--- src/pkg/pdm_pkg.sv ---
// constants for the port direction mode register block
//
// Contract
// RL1 - the group-4 register at index FECH drives port 6 pins 0-3 from bits 0-3 and port 7 pins 0-3 from bits 4-7.
// RL2 - the group-5 register at index FEEH drives port 8 pins 0-3 from bits 0-3 and port 9 pins 0-3 from bits 4-7.
// RL3 - a direction bit at zero puts its pin in input mode with the output driver off.
// RL4 - a direction bit at one puts its pin in output mode, driven from its output latch.
// RL5 - bit 0 of the group-3 register makes port 4 pin 0 an input when zero and an output when one.
// RL6 - both direction registers clear to zero on reset and are written as whole write-only bytes.
package pdm_pkg;

  ////////////////////////////////////////////////////////////////////////////
  // register indices; byte address is four times the index
  localparam logic [11:0] IDX_GRP3  = 12'hFEA;
  localparam logic [11:0] IDX_GRP4  = 12'hFEC;
  localparam logic [11:0] IDX_GRP5  = 12'hFEE;
  localparam logic [11:0] IDX_LEVEL = 12'hFF0;
  localparam int          ADDR_W    = 14;
  localparam int          DATA_W    = 32;
  localparam int          BE_W      = 4;

  ////////////////////////////////////////////////////////////////////////////
  // field layout and reset values
  localparam int          REG_W     = 8;
  localparam int          PORT_PINS = 4;
  localparam int          PIN_CNT   = 17;
  localparam int          P4_BIT    = 0;
  localparam int          P4_SLOT   = 16;
  localparam logic [7:0]  DIR_RST   = 8'h00;
  localparam logic [1:0]  RESP_OKAY = 2'h0;
  localparam logic [1:0]  RESP_ERR  = 2'h2;

  // bus handshake states
  typedef enum logic [0:0] {
    PDM_IDLE,
    PDM_ACK
  } pdm_state_t;

endpackage : pdm_pkg

--- src/core/pdm_pin_cell.sv ---
// one port pin: direction, driver enable and input sampling
module pdm_pin_cell (
  input  wire logic mclk_in,
  input  wire logic resetn_in,
  input  wire logic dir_in,
  input  wire logic latch_in,
  input  wire logic pad_in,
  output logic      pad_out,
  output logic      pad_oe_n_out,
  output logic      level_out
);

  ////////////////////////////////////////////////////////////////////////////
  // driver follows direction; input mode keeps the driver released
  always_ff @(posedge mclk_in) begin
    if (!resetn_in) begin
      pad_out      <= 1'b0;
      pad_oe_n_out <= 1'b1;
      level_out    <= 1'b0;
    end else begin
      pad_oe_n_out <= ~dir_in;                   // RL3 RL4
      pad_out      <= dir_in & latch_in;         // RL4
      level_out    <= dir_in ? latch_in : pad_in; // input mode reads the pad
    end
  end

endmodule : pdm_pin_cell

--- src/core/pdm_top.sv ---
// direction mode registers for ports 4.0, 6, 7, 8 and 9 behind an Avalon-MM slave
//
// Register access over Avalon-MM was left to the implementer.
module pdm_top #(
  parameter int PORT_PINS = pdm_pkg::PORT_PINS,
  parameter int PIN_CNT   = pdm_pkg::PIN_CNT
) (
  input  wire logic                        mclk_in,
  input  wire logic                        resetn_in,
  input  wire logic [pdm_pkg::ADDR_W-1:0]  avs_address_in,
  input  wire logic                        avs_read_in,
  input  wire logic                        avs_write_in,
  input  wire logic [pdm_pkg::DATA_W-1:0]  avs_writedata_in,
  input  wire logic [pdm_pkg::BE_W-1:0]    avs_byteenable_in,
  output logic      [pdm_pkg::DATA_W-1:0]  avs_readdata_out,
  output logic                             avs_waitrequest_out,
  output logic      [1:0]                  avs_response_out,
  input  wire logic [PIN_CNT-1:0]          port_latch_in,
  input  wire logic [PIN_CNT-1:0]          pad_in,
  output logic      [PIN_CNT-1:0]          pad_out,
  output logic      [PIN_CNT-1:0]          pad_oe_n_out
);

  ////////////////////////////////////////////////////////////////////////////
  // elaboration checks: two ports share one byte register
  if (2 * PORT_PINS != pdm_pkg::REG_W) begin : g_chk_pins
    $error("pdm_top: two ports of PORT_PINS must fill one register");
  end
  if (PIN_CNT != 4 * PORT_PINS + 1) begin : g_chk_cnt
    $error("pdm_top: PIN_CNT must be four ports plus port 4 pin 0");
  end

  ////////////////////////////////////////////////////////////////////////////
  // address decode helper, shared by every register
  function automatic logic pdm_hit(input logic [pdm_pkg::ADDR_W-1:0] addr,
                                   input logic [11:0]                idx);
    pdm_hit = (addr == {idx, 2'b00});
  endfunction : pdm_hit

  ////////////////////////////////////////////////////////////////////////////
  // local widths and slots
  localparam int DW     = pdm_pkg::DATA_W;
  localparam int RW     = pdm_pkg::REG_W;
  localparam int P4_IDX = PIN_CNT - 1;       // port 4 pin 0 sits above both groups

  // the level word must fit in one bus word
  if (PIN_CNT > DW) begin : g_chk_bus
    $error("pdm_top: PIN_CNT exceeds the bus data width");
  end

  ////////////////////////////////////////////////////////////////////////////
  // bus handshake state
  pdm_pkg::pdm_state_t              state_r;
  pdm_pkg::pdm_state_t              state_nxt;
  logic                             wait_r;
  logic                             wait_nxt;
  logic [DW-1:0]                    rdata_r;
  logic [DW-1:0]                    rdata_nxt;
  logic [1:0]                       resp_r;
  logic [1:0]                       resp_nxt;

  ////////////////////////////////////////////////////////////////////////////
  // direction registers
  logic [RW-1:0]                    grp4_r;
  logic [RW-1:0]                    grp4_nxt;
  logic [RW-1:0]                    grp5_r;
  logic [RW-1:0]                    grp5_nxt;
  logic                             p4_dir_r;
  logic                             p4_dir_nxt;

  ////////////////////////////////////////////////////////////////////////////
  // decode wires
  logic                             req_w;
  logic                             hit_grp3_w;
  logic                             hit_grp4_w;
  logic                             hit_grp5_w;
  logic                             hit_level_w;
  logic                             hit_any_w;
  logic                             commit_w;
  logic [RW-1:0]                    wr_byte_w;
  logic [DW-1:0]                    rd_value_w;
  logic [PIN_CNT-1:0]               dir_w;

  ////////////////////////////////////////////////////////////////////////////
  // pin side nets; each bit has its own pin cell as driver
  wire logic [PIN_CNT-1:0]          pad_w;
  wire logic [PIN_CNT-1:0]          oen_w;
  wire logic [PIN_CNT-1:0]          level_w;

  ////////////////////////////////////////////////////////////////////////////
  // address decode; one function keeps all compares alike
  assign req_w       = avs_read_in | avs_write_in;
  assign hit_grp3_w  = pdm_hit(avs_address_in, pdm_pkg::IDX_GRP3);   // RL5
  assign hit_grp4_w  = pdm_hit(avs_address_in, pdm_pkg::IDX_GRP4);   // RL1
  assign hit_grp5_w  = pdm_hit(avs_address_in, pdm_pkg::IDX_GRP5);   // RL2
  assign hit_level_w = pdm_hit(avs_address_in, pdm_pkg::IDX_LEVEL);
  assign hit_any_w   = hit_grp3_w | hit_grp4_w | hit_grp5_w | hit_level_w;

  // write lands only at the edge where the master sees waitrequest low;
  // lane 0 must be enabled, as the registers take whole bytes only
  assign commit_w  = (state_r == pdm_pkg::PDM_ACK) & avs_write_in & avs_byteenable_in[0]; // RL6
  assign wr_byte_w = avs_writedata_in[RW-1:0];

  // read data: direction registers are write-only and read back as zero
  assign rd_value_w = hit_level_w ? DW'(level_w) : '0; // RL6

  ////////////////////////////////////////////////////////////////////////////
  // next values of the direction registers
  assign grp4_nxt   = (commit_w && hit_grp4_w) ? wr_byte_w : grp4_r;                  // RL1
  assign grp5_nxt   = (commit_w && hit_grp5_w) ? wr_byte_w : grp5_r;                  // RL2
  assign p4_dir_nxt = (commit_w && hit_grp3_w) ? wr_byte_w[pdm_pkg::P4_BIT] : p4_dir_r; // RL5

  // per-pin direction: group 4 low, group 5 above, port 4 pin 0 on top
  assign dir_w = {p4_dir_r, grp5_r, grp4_r}; // RL1 RL2 RL5

  ////////////////////////////////////////////////////////////////////////////
  // handshake: one wait cycle, then a single cycle with waitrequest low;
  // the answer is registered so every bus output leaves a flip-flop
  always_comb begin
    state_nxt = state_r;
    wait_nxt  = 1'b1;
    rdata_nxt = rdata_r;
    resp_nxt  = resp_r;
    case (state_r)
      pdm_pkg::PDM_IDLE: begin
        if (req_w) begin
          state_nxt = pdm_pkg::PDM_ACK;
          wait_nxt  = 1'b0;
          resp_nxt  = hit_any_w ? pdm_pkg::RESP_OKAY : pdm_pkg::RESP_ERR;
          rdata_nxt = avs_read_in ? rd_value_w : '0;
        end
      end
      pdm_pkg::PDM_ACK: begin
        // back to idle so a held request is never taken twice
        state_nxt = pdm_pkg::PDM_IDLE;
      end
      default: begin
        state_nxt = pdm_pkg::PDM_IDLE;
      end
    endcase
  end

  ////////////////////////////////////////////////////////////////////////////
  // bus registers; waitrequest stays high through reset
  always_ff @(posedge mclk_in) begin
    if (!resetn_in) begin
      state_r <= pdm_pkg::PDM_IDLE;
      wait_r  <= 1'b1;
      rdata_r <= '0;
      resp_r  <= pdm_pkg::RESP_OKAY;
    end else begin
      state_r <= state_nxt;
      wait_r  <= wait_nxt;
      rdata_r <= rdata_nxt;
      resp_r  <= resp_nxt;
    end
  end

  ////////////////////////////////////////////////////////////////////////////
  // direction registers; reset makes every covered pin an input
  always_ff @(posedge mclk_in) begin
    if (!resetn_in) begin
      grp4_r   <= pdm_pkg::DIR_RST;                 // RL6
      grp5_r   <= pdm_pkg::DIR_RST;                 // RL6
      p4_dir_r <= pdm_pkg::DIR_RST[pdm_pkg::P4_BIT]; // RL6
    end else begin
      grp4_r   <= grp4_nxt;
      grp5_r   <= grp5_nxt;
      p4_dir_r <= p4_dir_nxt;
    end
  end

  ////////////////////////////////////////////////////////////////////////////
  // one cell per pin; the cell registers driver and enable,
  // so a new direction reaches the pad one cycle after the write
  for (genvar i = 0; i < PIN_CNT; i++) begin : g_pin
    pdm_pin_cell u_cell (
      .mclk_in      (mclk_in),
      .resetn_in    (resetn_in),
      .dir_in       (dir_w[i]),
      .latch_in     (port_latch_in[i]),
      .pad_in       (pad_in[i]),
      .pad_out      (pad_w[i]),
      .pad_oe_n_out (oen_w[i]),
      .level_out    (level_w[i])
    );
  end : g_pin

  ////////////////////////////////////////////////////////////////////////////
  // outputs; all of them leave flip-flops
  assign avs_readdata_out    = rdata_r;
  assign avs_waitrequest_out = wait_r;
  assign avs_response_out    = resp_r;
  assign pad_out             = pad_w;
  assign pad_oe_n_out        = oen_w;   // RL3 RL4

endmodule : pdm_top

--- config.mk ---
export PLATFORM = sky130hd
export DESIGN_NAME = pdm_top
export DESIGN_NICKNAME = d
export VERILOG_FILES = /design/src/pkg/pdm_pkg.sv /design/src/core/pdm_pin_cell.sv /design/src/core/pdm_top.sv
export SDC_FILE = /design/constraint.sdc
export NUM_CORES = 1
export LEC_CHECK = 0
export BUFFER_PORTS_ARGS = -buffer_cell sky130_fd_sc_hd__buf_2
export CORE_MARGIN = 4
export CORE_UTILIZATION = 30
export CTS_CLUSTER_DIAMETER = 200
export CTS_CLUSTER_SIZE = 8
export DETAILED_ROUTE_END_ITERATION = 16
export PLACE_DENSITY = 0.62
export SKIP_LAST_GASP = 1
export SLEW_MARGIN = 10
export SYNTH_ARGS = -nofsm -noshare
export SYNTH_HDL_FRONTEND = slang
export SYNTH_SLANG_ARGS = --single-unit
--- constraint.sdc ---
create_clock -name mclk_in -period 1.5 [get_ports mclk_in]
set_input_delay 0.15 -clock mclk_in [delete_from_list [all_inputs] [get_ports mclk_in]]
set_output_delay 0.15 -clock mclk_in [all_outputs]
set_load 0.05 [all_outputs]
==> results of run 1 <==
worst max path at each step:
| stage | start | cells past startpoint | slack (ps) | endpoint |
|---|---|---|---|---|
| 2_1_floorplan | avs_address_in[2] | 4 | 40 | grp5_r[0] |
| 4_1_cts | avs_address_in[2] | 6 | 240 | grp5_r[2] |
| 3_3_place_gp | avs_address_in[2] | 6 | -140 | grp5_r[0] |
| 5_1_grt | avs_address_in[2] | 6 | 190 | grp4_r[5] |
| 6_report | avs_address_in[2] | 6 | 260 | grp5_r[2] |
| 3_5_place_dp | avs_address_in[2] | 6 | -150 | grp5_r[2] |
cell type report:
class | count | area (sq um)
Clock inverter | 7 | 86.33
Sequential cell | 88 | 1762
Timing Repair Buffer | 121 | 638.1
Clock buffer | 9 | 123.9
Multi-Input combinational cell | 146 | 1025
Inverter | 1 | 3.754
Fill cell | 1074 | 6515
Tap cell | 136 | 170.2
sequential cells by signal, summed over array words and instances, names as in the netlist:
signal,cells
avs_readdata_out,17
g_pin.u_cell.level_out,17
avs_response_out,1
grp5_r,8
state_r,1
avs_waitrequest_out,1
g_pin.u_cell.pad_out,17
p4_dir_r,1
grp4_r,8
g_pin.u_cell.pad_oe_n_out,17
worst max-delay path, delay by kind of cell:
| family | cells | cell delay [ps] |
|---|---|---|
| buf+inv | 2 | 300 |
| simple gates | 3 | 910 |
| mux | 1 | 170 |
through the flow:
step,total power (uW),std cells
finish,4399,508
global route,4591,508
CTS,4478,508
detailed placement,2726,492
global placement,2721,492
floorplan,2641,297
per-layer routing:
layer  track usage  up-vias  wire length (um)
met5             0        -                13
met4       0.03202        2                66
met3       0.05022       10               523
met2        0.1901       71              3411
met1        0.1283      965              2977
li1              -     1055                 -
power groups by stage:
stage          logic [uW]  registers [uW]  clock network, uW
6_report              296            2370               1730
5_1_grt               322            2380               1890
4_1_cts               299            2380               1800
3_5_place_dp          296            2430                  0
3_3_place_gp          292            2430                  0
2_1_floorplan         199            2440                  0
cell usage after synthesis (2+ instances only):
cell type  instances  area [sq um]
nand4b_1           2         17.52
o21ai_0            2         10.01
and3_1            18         112.6
a22o_2            10         100.1
clkbuf_1           9         33.78
a22o_1             7         61.31
nor2_1             2         7.510
dfxtp_1           88          1762
nand2_1           27         101.4
mux2i_1           34         340.3
nor2b_1           19         118.9
buf_4             50         375.4
cell families (layout without fill, tap and decap cells):
family	Yosys count	in the layout	share of synthesized area
AOI/OAI and AO/OA	20	20	0.05602
buffers and inverters	63	138	0.1416
DFF	88	88	0.5554
muxes	34	34	0.1073
other	1	16	0.001182
and+or+nand+nor	76	76	0.1385
==> impl_metrics.ini, run 1 <==
[clock_tree]
cts_hold_buf = 0
insertion_delay_ps = 360
cts.path.max_buffers = 2
post_cts_buffers = 0
clock-root-buffer = clkbuf_8
clk_pin_slew_ps = 90
cts_tree = done
clock_sinks = 88
cts_resized = 1
h-tree-depth = 3
cts_made_buffers = 9

[layout]
antenna_cells = 0
drive_above_1_share = 0.4059
final_common_cell = buf_2
final_cell_mix = buf_2, dfxtp_1, mux2i_1
final_core_util = 0.3689
design_area_sq_um = 3809
fin_nets = 455
syn2layout_area_growth_pct = 20.08

[worst_setup_path]
critPathKind = in -> reg
max_stage_delay_ps = 540
rrSetupSlack_ps = 280
rr_worst_depth = 4
cpMaxStageDelayCell = or4b_4
path_max_fanout = 5
cp.required_ps = 1780
crit_chain = buf_2, or4b_4, nor3_4, nand4_2, buf_4, mux2i_1
cp_data_arrival_time_ps = 1530
critical_path.startpoint_type = input pin
r2r-start = state_r
crit_path_end_kind = register
r2r-end = grp5_r[2]

[sta]
skew_ps = 7.412
setup_slack_ps = 257.7
maxSlewHeadroom = 0.6568
finalSetupViolCount = 0
fin_tns_setup_ps = 0
slew_viol_final = 0
fmax_ghz = 0.8049
final.period_utilization = 0.8282
timing_hold_violations_final = 0
min_period_ps = 1242
grt_setup_unrepaired = false
holdWs_ps = 43.48
worst_pin_slew_ps = 513.6

[power_and_ir_drop]
clock_power_share = 0.393
power.net_switching_uw = 1127
internal-power_uw = 3272
comb_power_share = 0.067
power_frac_seq = 0.540
peakVddDrop_uv = 389.0
p_leak_uw = 0.001892
switching_share = 0.2562
power_density_nw_per_um2 = 1155

[place]
portBuffers = 113
dp_hpwl_mm = 5.273
dpl_cell_area_sq_um = 3593
dp_slack_ps = -154.2
place_congestion = 0.7060

[yosys]
avgSynthCellArea_sq_um = 11.25
synth-main-ff-cell = dfxtp_1
synth.distinct_cells = 26
synthCells = 282
yosysSeqAreaShare = 0.5554
yosysWarnings = 0
synth_edf_count = 0
syn_area_sq_um = 3172
ys_ff_latch = 88
async_reset_ff_frac = 0

[detailed_routing]
num_vias = 2103
drtPass1Iterations = 4
wl_per_cell_um = 13.77
routed_wl_mm = 6.993
drtAntennaViolNets = 0
viasPerCell = 4.140
drc = 0
drt_iter0_markers = 56

[floorplanning]
fp.dieH_um = 110.8
die_x_um = 110.8
die_area_sq_um = 12280
coreArea_sq_um = 10320
fp-row-count = 37
pin_count = 157
initial_core_util = 0.3072

[global_route]
antenna_found_initial = 1
grt_pass1_wl_mm = 10.71
grt_max_degree = 32
grt_overflow = 0
track_usage = 0.1125
grt_pass1_vias = 2136

[hold_path]
hp-class = in -> reg
min_path_cells = 2
holdPathEnd = g_pin[15].u_cell.pad_out
hp-start = port_latch_in[15]

[job]
drv_cap = 0

[status]
status = complete, no violations
Power figures use the tool's default switching activity.
==> inputs of run 2 (changes only) <==
--- a/config.mk
+++ b/config.mk
@@ -11,7 +11,7 @@
 export CTS_CLUSTER_DIAMETER = 200
 export CTS_CLUSTER_SIZE = 8
 export DETAILED_ROUTE_END_ITERATION = 16
-export PLACE_DENSITY = 0.62
+export PLACE_DENSITY = 0.6
 export SKIP_LAST_GASP = 1
 export SLEW_MARGIN = 10
 export SYNTH_ARGS = -nofsm -noshare
==> constraint.sdc (replaced) <==
create_clock -name mclk_in -period 1.2 [get_ports mclk_in]
set_input_delay 0.12 -clock mclk_in [delete_from_list [all_inputs] [get_ports mclk_in]]
set_output_delay 0.12 -clock mclk_in [all_outputs]
set_load 0.05 [all_outputs]
==> run 2 against run 1 <==
Against the previous run: the flow now finishes with violations (setup timing); clock power increased by 10%; largest cell class unchanged; worst setup slack worse by 370 ps; non-clock buffer count is 6 higher; total power rose by 20%; largest power group unchanged.
==> impl_metrics.ini, run 2 (same netlist as run 1, synthesis figures left out) <==
[clock_tree]
h-tree-depth = 3
clock_sinks = 88
clock-root-buffer = clkbuf_8
cts.path.max_buffers = 2
cts_made_buffers = 9
insertion_delay_ps = 340
cts_tree = done
clk_pin_slew_ps = 90

[floorplanning]
fp-row-count = 37
pin_count = 157
die_x_um = 110.8
initial_core_util = 0.3072
fp.dieH_um = 110.8
die_area_sq_um = 12280
coreArea_sq_um = 10320

[layout]
antenna_cells = 0
multiInputGateArea_sq_um = 1071
final_cell_mix = buf_2, dfxtp_1, mux2i_1
final_common_cell = buf_2
syn2layout_area_growth_pct = 23.79
regArea_sq_um = 1763
final_core_util = 0.3803
fill_cells = 1048
drive_above_1_share = 0.4206
fin_nets = 461

[worst_setup_path]
cp_data_arrival_time_ps = 1540
rrSetupSlack_ps = -90
crit_chain = buf_2, or4b_4, nor3_4, buf_4, buf_4, nand4b_1, mux2i_1
cpMaxStageDelayCell = or4b_4
critPathKind = in -> reg
max_stage_delay_ps = 540
crit_family = simple AND/OR/NAND/NOR gates
cp.required_ps = 1440
worst-path-buf-inv = 3
path_max_fanout = 3
critical_path.startpoint_type = input pin
crit_path_end_kind = register
crit_top_cell = buf_4

[global_route]
grt_max_degree = 32
antenna_found_initial = 0
grt_pass1_wl_mm = 10.90
grt_pass1_vias = 2155
grt_overflow = 0
track_usage = 0.1131

[place]
dp_slack_ps = -377.1
portBuffers = 113
dp_hpwl_mm = 5.248
place_congestion = 0.7290

[sta]
maxSlewHeadroom = 0.6468
finalSetupViolCount = 34
fmax_ghz = 0.7644
setup_slack_ps = -108.2
grt_setup_unrepaired = true
skew_ps = 5.941
final.period_utilization = 1.090
timing_hold_violations_final = 0
worst_pin_slew_ps = 528.7
min_period_ps = 1308
slew_viol_final = 0

[detailed_routing]
drtAntennaViolNets = 0
num_vias = 2125
routed_wl_mm = 7.147
viasPerCell = 4.134
drt_iter0_markers = 50
drc = 0
drtPass1Iterations = 3
wl_per_cell_um = 13.90

[power_and_ir_drop]
p_leak_uw = 0.001941
peakVddDrop_uv = 563.4
power_density_nw_per_um2 = 1342
total_power_uw = 5269

[hold_path]
hp-class = in -> reg

[job]
drv_cap = 0

[status]
status = complete, but fails checks
violations = setup timing
run 2: cell type report:
type | instances | area share
Sequential cell | 88 | 0.4490
Multi-Input combinational cell | 146 | 0.2728
Timing Repair Buffer | 127 | 0.1858
Tap cell | 136 | 0.04334
Clock buffer | 10 | 0.03505
Clock inverter | 6 | 0.01307
Inverter | 1 | 0.0009560
run 2: worst paths after layout:
| kind | start | to | cells after the start |
|---|---|---|---|
| setup / recovery | avs_address_in[0] | p4_dir_r | 7 |
| hold / removal | port_latch_in[0] | g_pin[0].u_cell.pad_out | 2 |
| setup reg to reg | state_r | avs_readdata_out[14] | 5 |
| hold reg to reg | grp4_r[1] | g_pin[1].u_cell.pad_oe_n_out | 1 |
run 2: timing repair:
action | in CTS | in global routing
gates resized for setup | 9 | 2
pin swaps | 1 | 4
hold buffers | 1 | 0
endpoints found under the setup margin | 33 | 34
setup buffers | 0 | 2
endpoints found under the hold margin | 1 | 0
cloned | 1 | 0
run 2: where the power goes:
part	internal (uW)	switching (uW)	total, uW
sequential	2960	13.2	2970
clock	835	1080	1910
combinational	131	256	387
run 2: routing by layer:
metal	global-route usage	part of all wire	wire length, um
met5	0	0	0
met4	0.02956	0.0078	56
met3	0.03821	0.066	474
met2	0.1828	0.47	3388
met1	0.1446	0.45	3228
run 2: through the flow:
step / hold slack (ps) / std cells / cell area (sq um) / setup TNS (ps)
after detailed placement: 379.0 / 494 / 3643 / -11790
after global placement: 374.0 / 494 / 3643 / -10700
after global routing: 2.875 / 514 / 3926 / -3680
after CTS: 0.4331 / 512 / 3904 / -1565
after floorplan: 279.2 / 297 / 3257 / -6145
final: 23.63 / 514 / 3926 / -2651
run 2: worst register-to-register path, cell delays in order (launching register included):
cell and delay [ps]:
dfxtp_2 350, buf_6 90, and3b_1 180, and3_4 210
buf_12 150, a22o_2 200
==> inputs of run 3 (changes only) <==
--- a/config.mk
+++ b/config.mk
@@ -12,6 +12,7 @@
 export CTS_CLUSTER_SIZE = 8
 export DETAILED_ROUTE_END_ITERATION = 16
 export PLACE_DENSITY = 0.6
+export RECOVER_POWER = 50
 export SKIP_LAST_GASP = 1
 export SLEW_MARGIN = 10
 export SYNTH_ARGS = -nofsm -noshare
==> constraint.sdc (replaced) <==
create_clock -name mclk_in -period 1.2 [get_ports mclk_in]
set_input_delay 0.12 -clock mclk_in [delete_from_list [all_inputs] [get_ports mclk_in]]
set_output_delay 0.12 -clock mclk_in [all_outputs]
set_load 0.01 [all_outputs]
==> run 3 against run 2 <==
Against the previous run: the run still ends with setup timing left; critical path depth did not move; highest routed layer unchanged; clock power is essentially flat; maximum frequency did not move; routed wire length barely moved; first-iteration DRC count unchanged; largest cell class unchanged; sequential share of layout area about the same; worst hold slack unchanged; combinational power decreased by 27%; die area stayed put; total power down 2.0%; register-to-register slack about the same; critical endpoint unchanged; global-route usage did not move.
==> impl_metrics.ini, run 3 (same netlist as run 1, synthesis figures left out) <==
[place]
dp_hpwl_mm = 5.248
place_congestion = 0.7290
portBuffers = 113

[floorplanning]
initial_core_util = 0.3072
fp.dieH_um = 110.8
die_x_um = 110.8
pin_count = 157
die_area_sq_um = 12280
fp-row-count = 37
coreArea_sq_um = 10320

[sta]
fin_tns_setup_ps = -2651
fmax_ghz = 0.7644
maxSlewHeadroom = 0.6468
worst_pin_slew_ps = 528.7
skew_ps = 5.941
timing_hold_violations_final = 0
grt_setup_unrepaired = true
holdWs_ps = 23.63
setup_slack_ps = -108.2
final.period_utilization = 1.090
min_period_ps = 1308
finalSetupViolCount = 34
slew_viol_final = 0

[detailed_routing]
drtAntennaViolNets = 0
routed_wl_mm = 7.149
wl_met2_mm = 3.388
wl_met1_mm = 3.228
viasPerCell = 4.134
drc = 0
drt_iter0_markers = 50
num_vias = 2125
wl_per_cell_um = 13.91
drtPass1Iterations = 3
wl_met3_um = 475
top_layer = met4

[hold_path]
hp-class = in -> reg

[clock_tree]
cts_made_buffers = 9
cts.path.max_buffers = 2
h-tree-depth = 3
clock-root-buffer = clkbuf_8
clk_pin_slew_ps = 90
cts_tree = done
insertion_delay_ps = 340
clock_sinks = 88

[status]
violations = setup timing
status = complete, but fails checks

[power_and_ir_drop]
clock_power_share = 0.370
power_frac_seq = 0.575
power_density_nw_per_um2 = 1317
total_power_uw = 5166
peakVddDrop_uv = 562.9
p_leak_uw = 0.001932
power.net_switching_uw = 1243
comb_power_share = 0.055
internal-power_uw = 3923
switching_share = 0.2406

[global_route]
grt_overflow = 0
grt_max_degree = 32
grt_pass1_vias = 2155
track_usage = 0.1131
antenna_found_initial = 0
grt_pass1_wl_mm = 10.90

[layout]
antenna_cells = 0
final_cell_mix = buf_2, dfxtp_1, mux2i_1
fill_cells = 1050
syn2layout_area_growth_pct = 23.71
final_common_cell = buf_2
drive_above_1_share = 0.4153
final_core_util = 0.3801
fin_nets = 461

[worst_setup_path]
crit_path_end_kind = register
cp_data_arrival_time_ps = 1540
critPathKind = in -> reg
cp.required_ps = 1440
path_max_fanout = 3
critical_path.startpoint_type = input pin

[job]
drv_cap = 0
-- run 3: cell count changes in the layout (fill, tap and decap cells not counted) --
cell and delta:
clkbuf_1 +2, buf_2 -2
-- run 3: metal layers --
metal,vias up,GRT usage
met3,6,0.03821
met1,977,0.1446
met5,-,0
met4,0,0.02956
li1,1072,-
met2,70,0.1828
-- run 3: critical path: stages --
cell      delay (ps)
buf_2            100
or4b_4           540
nor3_4           240
buf_4            160
buf_4            100
nand4b_1         140
mux2i_1          160
-- run 3: through the flow --
step | setup WS [ps] | cell area [sq um] | instances
floorplan | -233.5 | 3257 | 297
global placement | -332.8 | 3643 | 494
detailed placement | -377.1 | 3643 | 494
CTS | -81.06 | 3904 | 512
global route | -154.1 | 3924 | 514
finish | -108.2 | 3924 | 514
-- run 3: worst paths after layout --
kind	startpoint	endpoint	slack (ps)	depth (start not counted)
worst max-delay path	avs_address_in[0]	p4_dir_r	-110	7
worst min-delay path	port_latch_in[0]	g_pin[0].u_cell.pad_out	20	2
worst max register to register	state_r	avs_readdata_out[14]	-90	5
worst min register to register	grp4_r[1]	g_pin[1].u_cell.pad_oe_n_out	440	1
-- run 3: area by class of cell --
type | count | area (sq um) | area share
multi-input cells | 146 | 1071 | 0.2730
repair buffers | 127 | 726.9 | 0.1853
well taps | 136 | 170.2 | 0.04337
clock inverters | 6 | 51.30 | 0.01307
clock buffers | 10 | 137.6 | 0.03508
flip-flops and latches | 88 | 1763 | 0.4493
inverters | 1 | 3.754 | 0.0009566
-- run 3: power groups by stage --
stage / clock network [uW] / registers (uW) / logic, uW
CTS: 2010 / 2970 / 286
global placement: 0 / 3040 / 272
global route: 2130 / 2980 / 317
finish: 1910 / 2970 / 284
floorplan: 0 / 3040 / 161
detailed placement: 0 / 3040 / 275
-- run 3: what timing repair did --
item | CTS | global route
cloned | 1 | 0
hold endpoints to repair | 1 | 0
setup buffers | 0 | 2
resized for setup | 9 | 2
hold buffers | 1 | 0
pin swaps | 1 | 4
setup endpoints to repair | 33 | 34
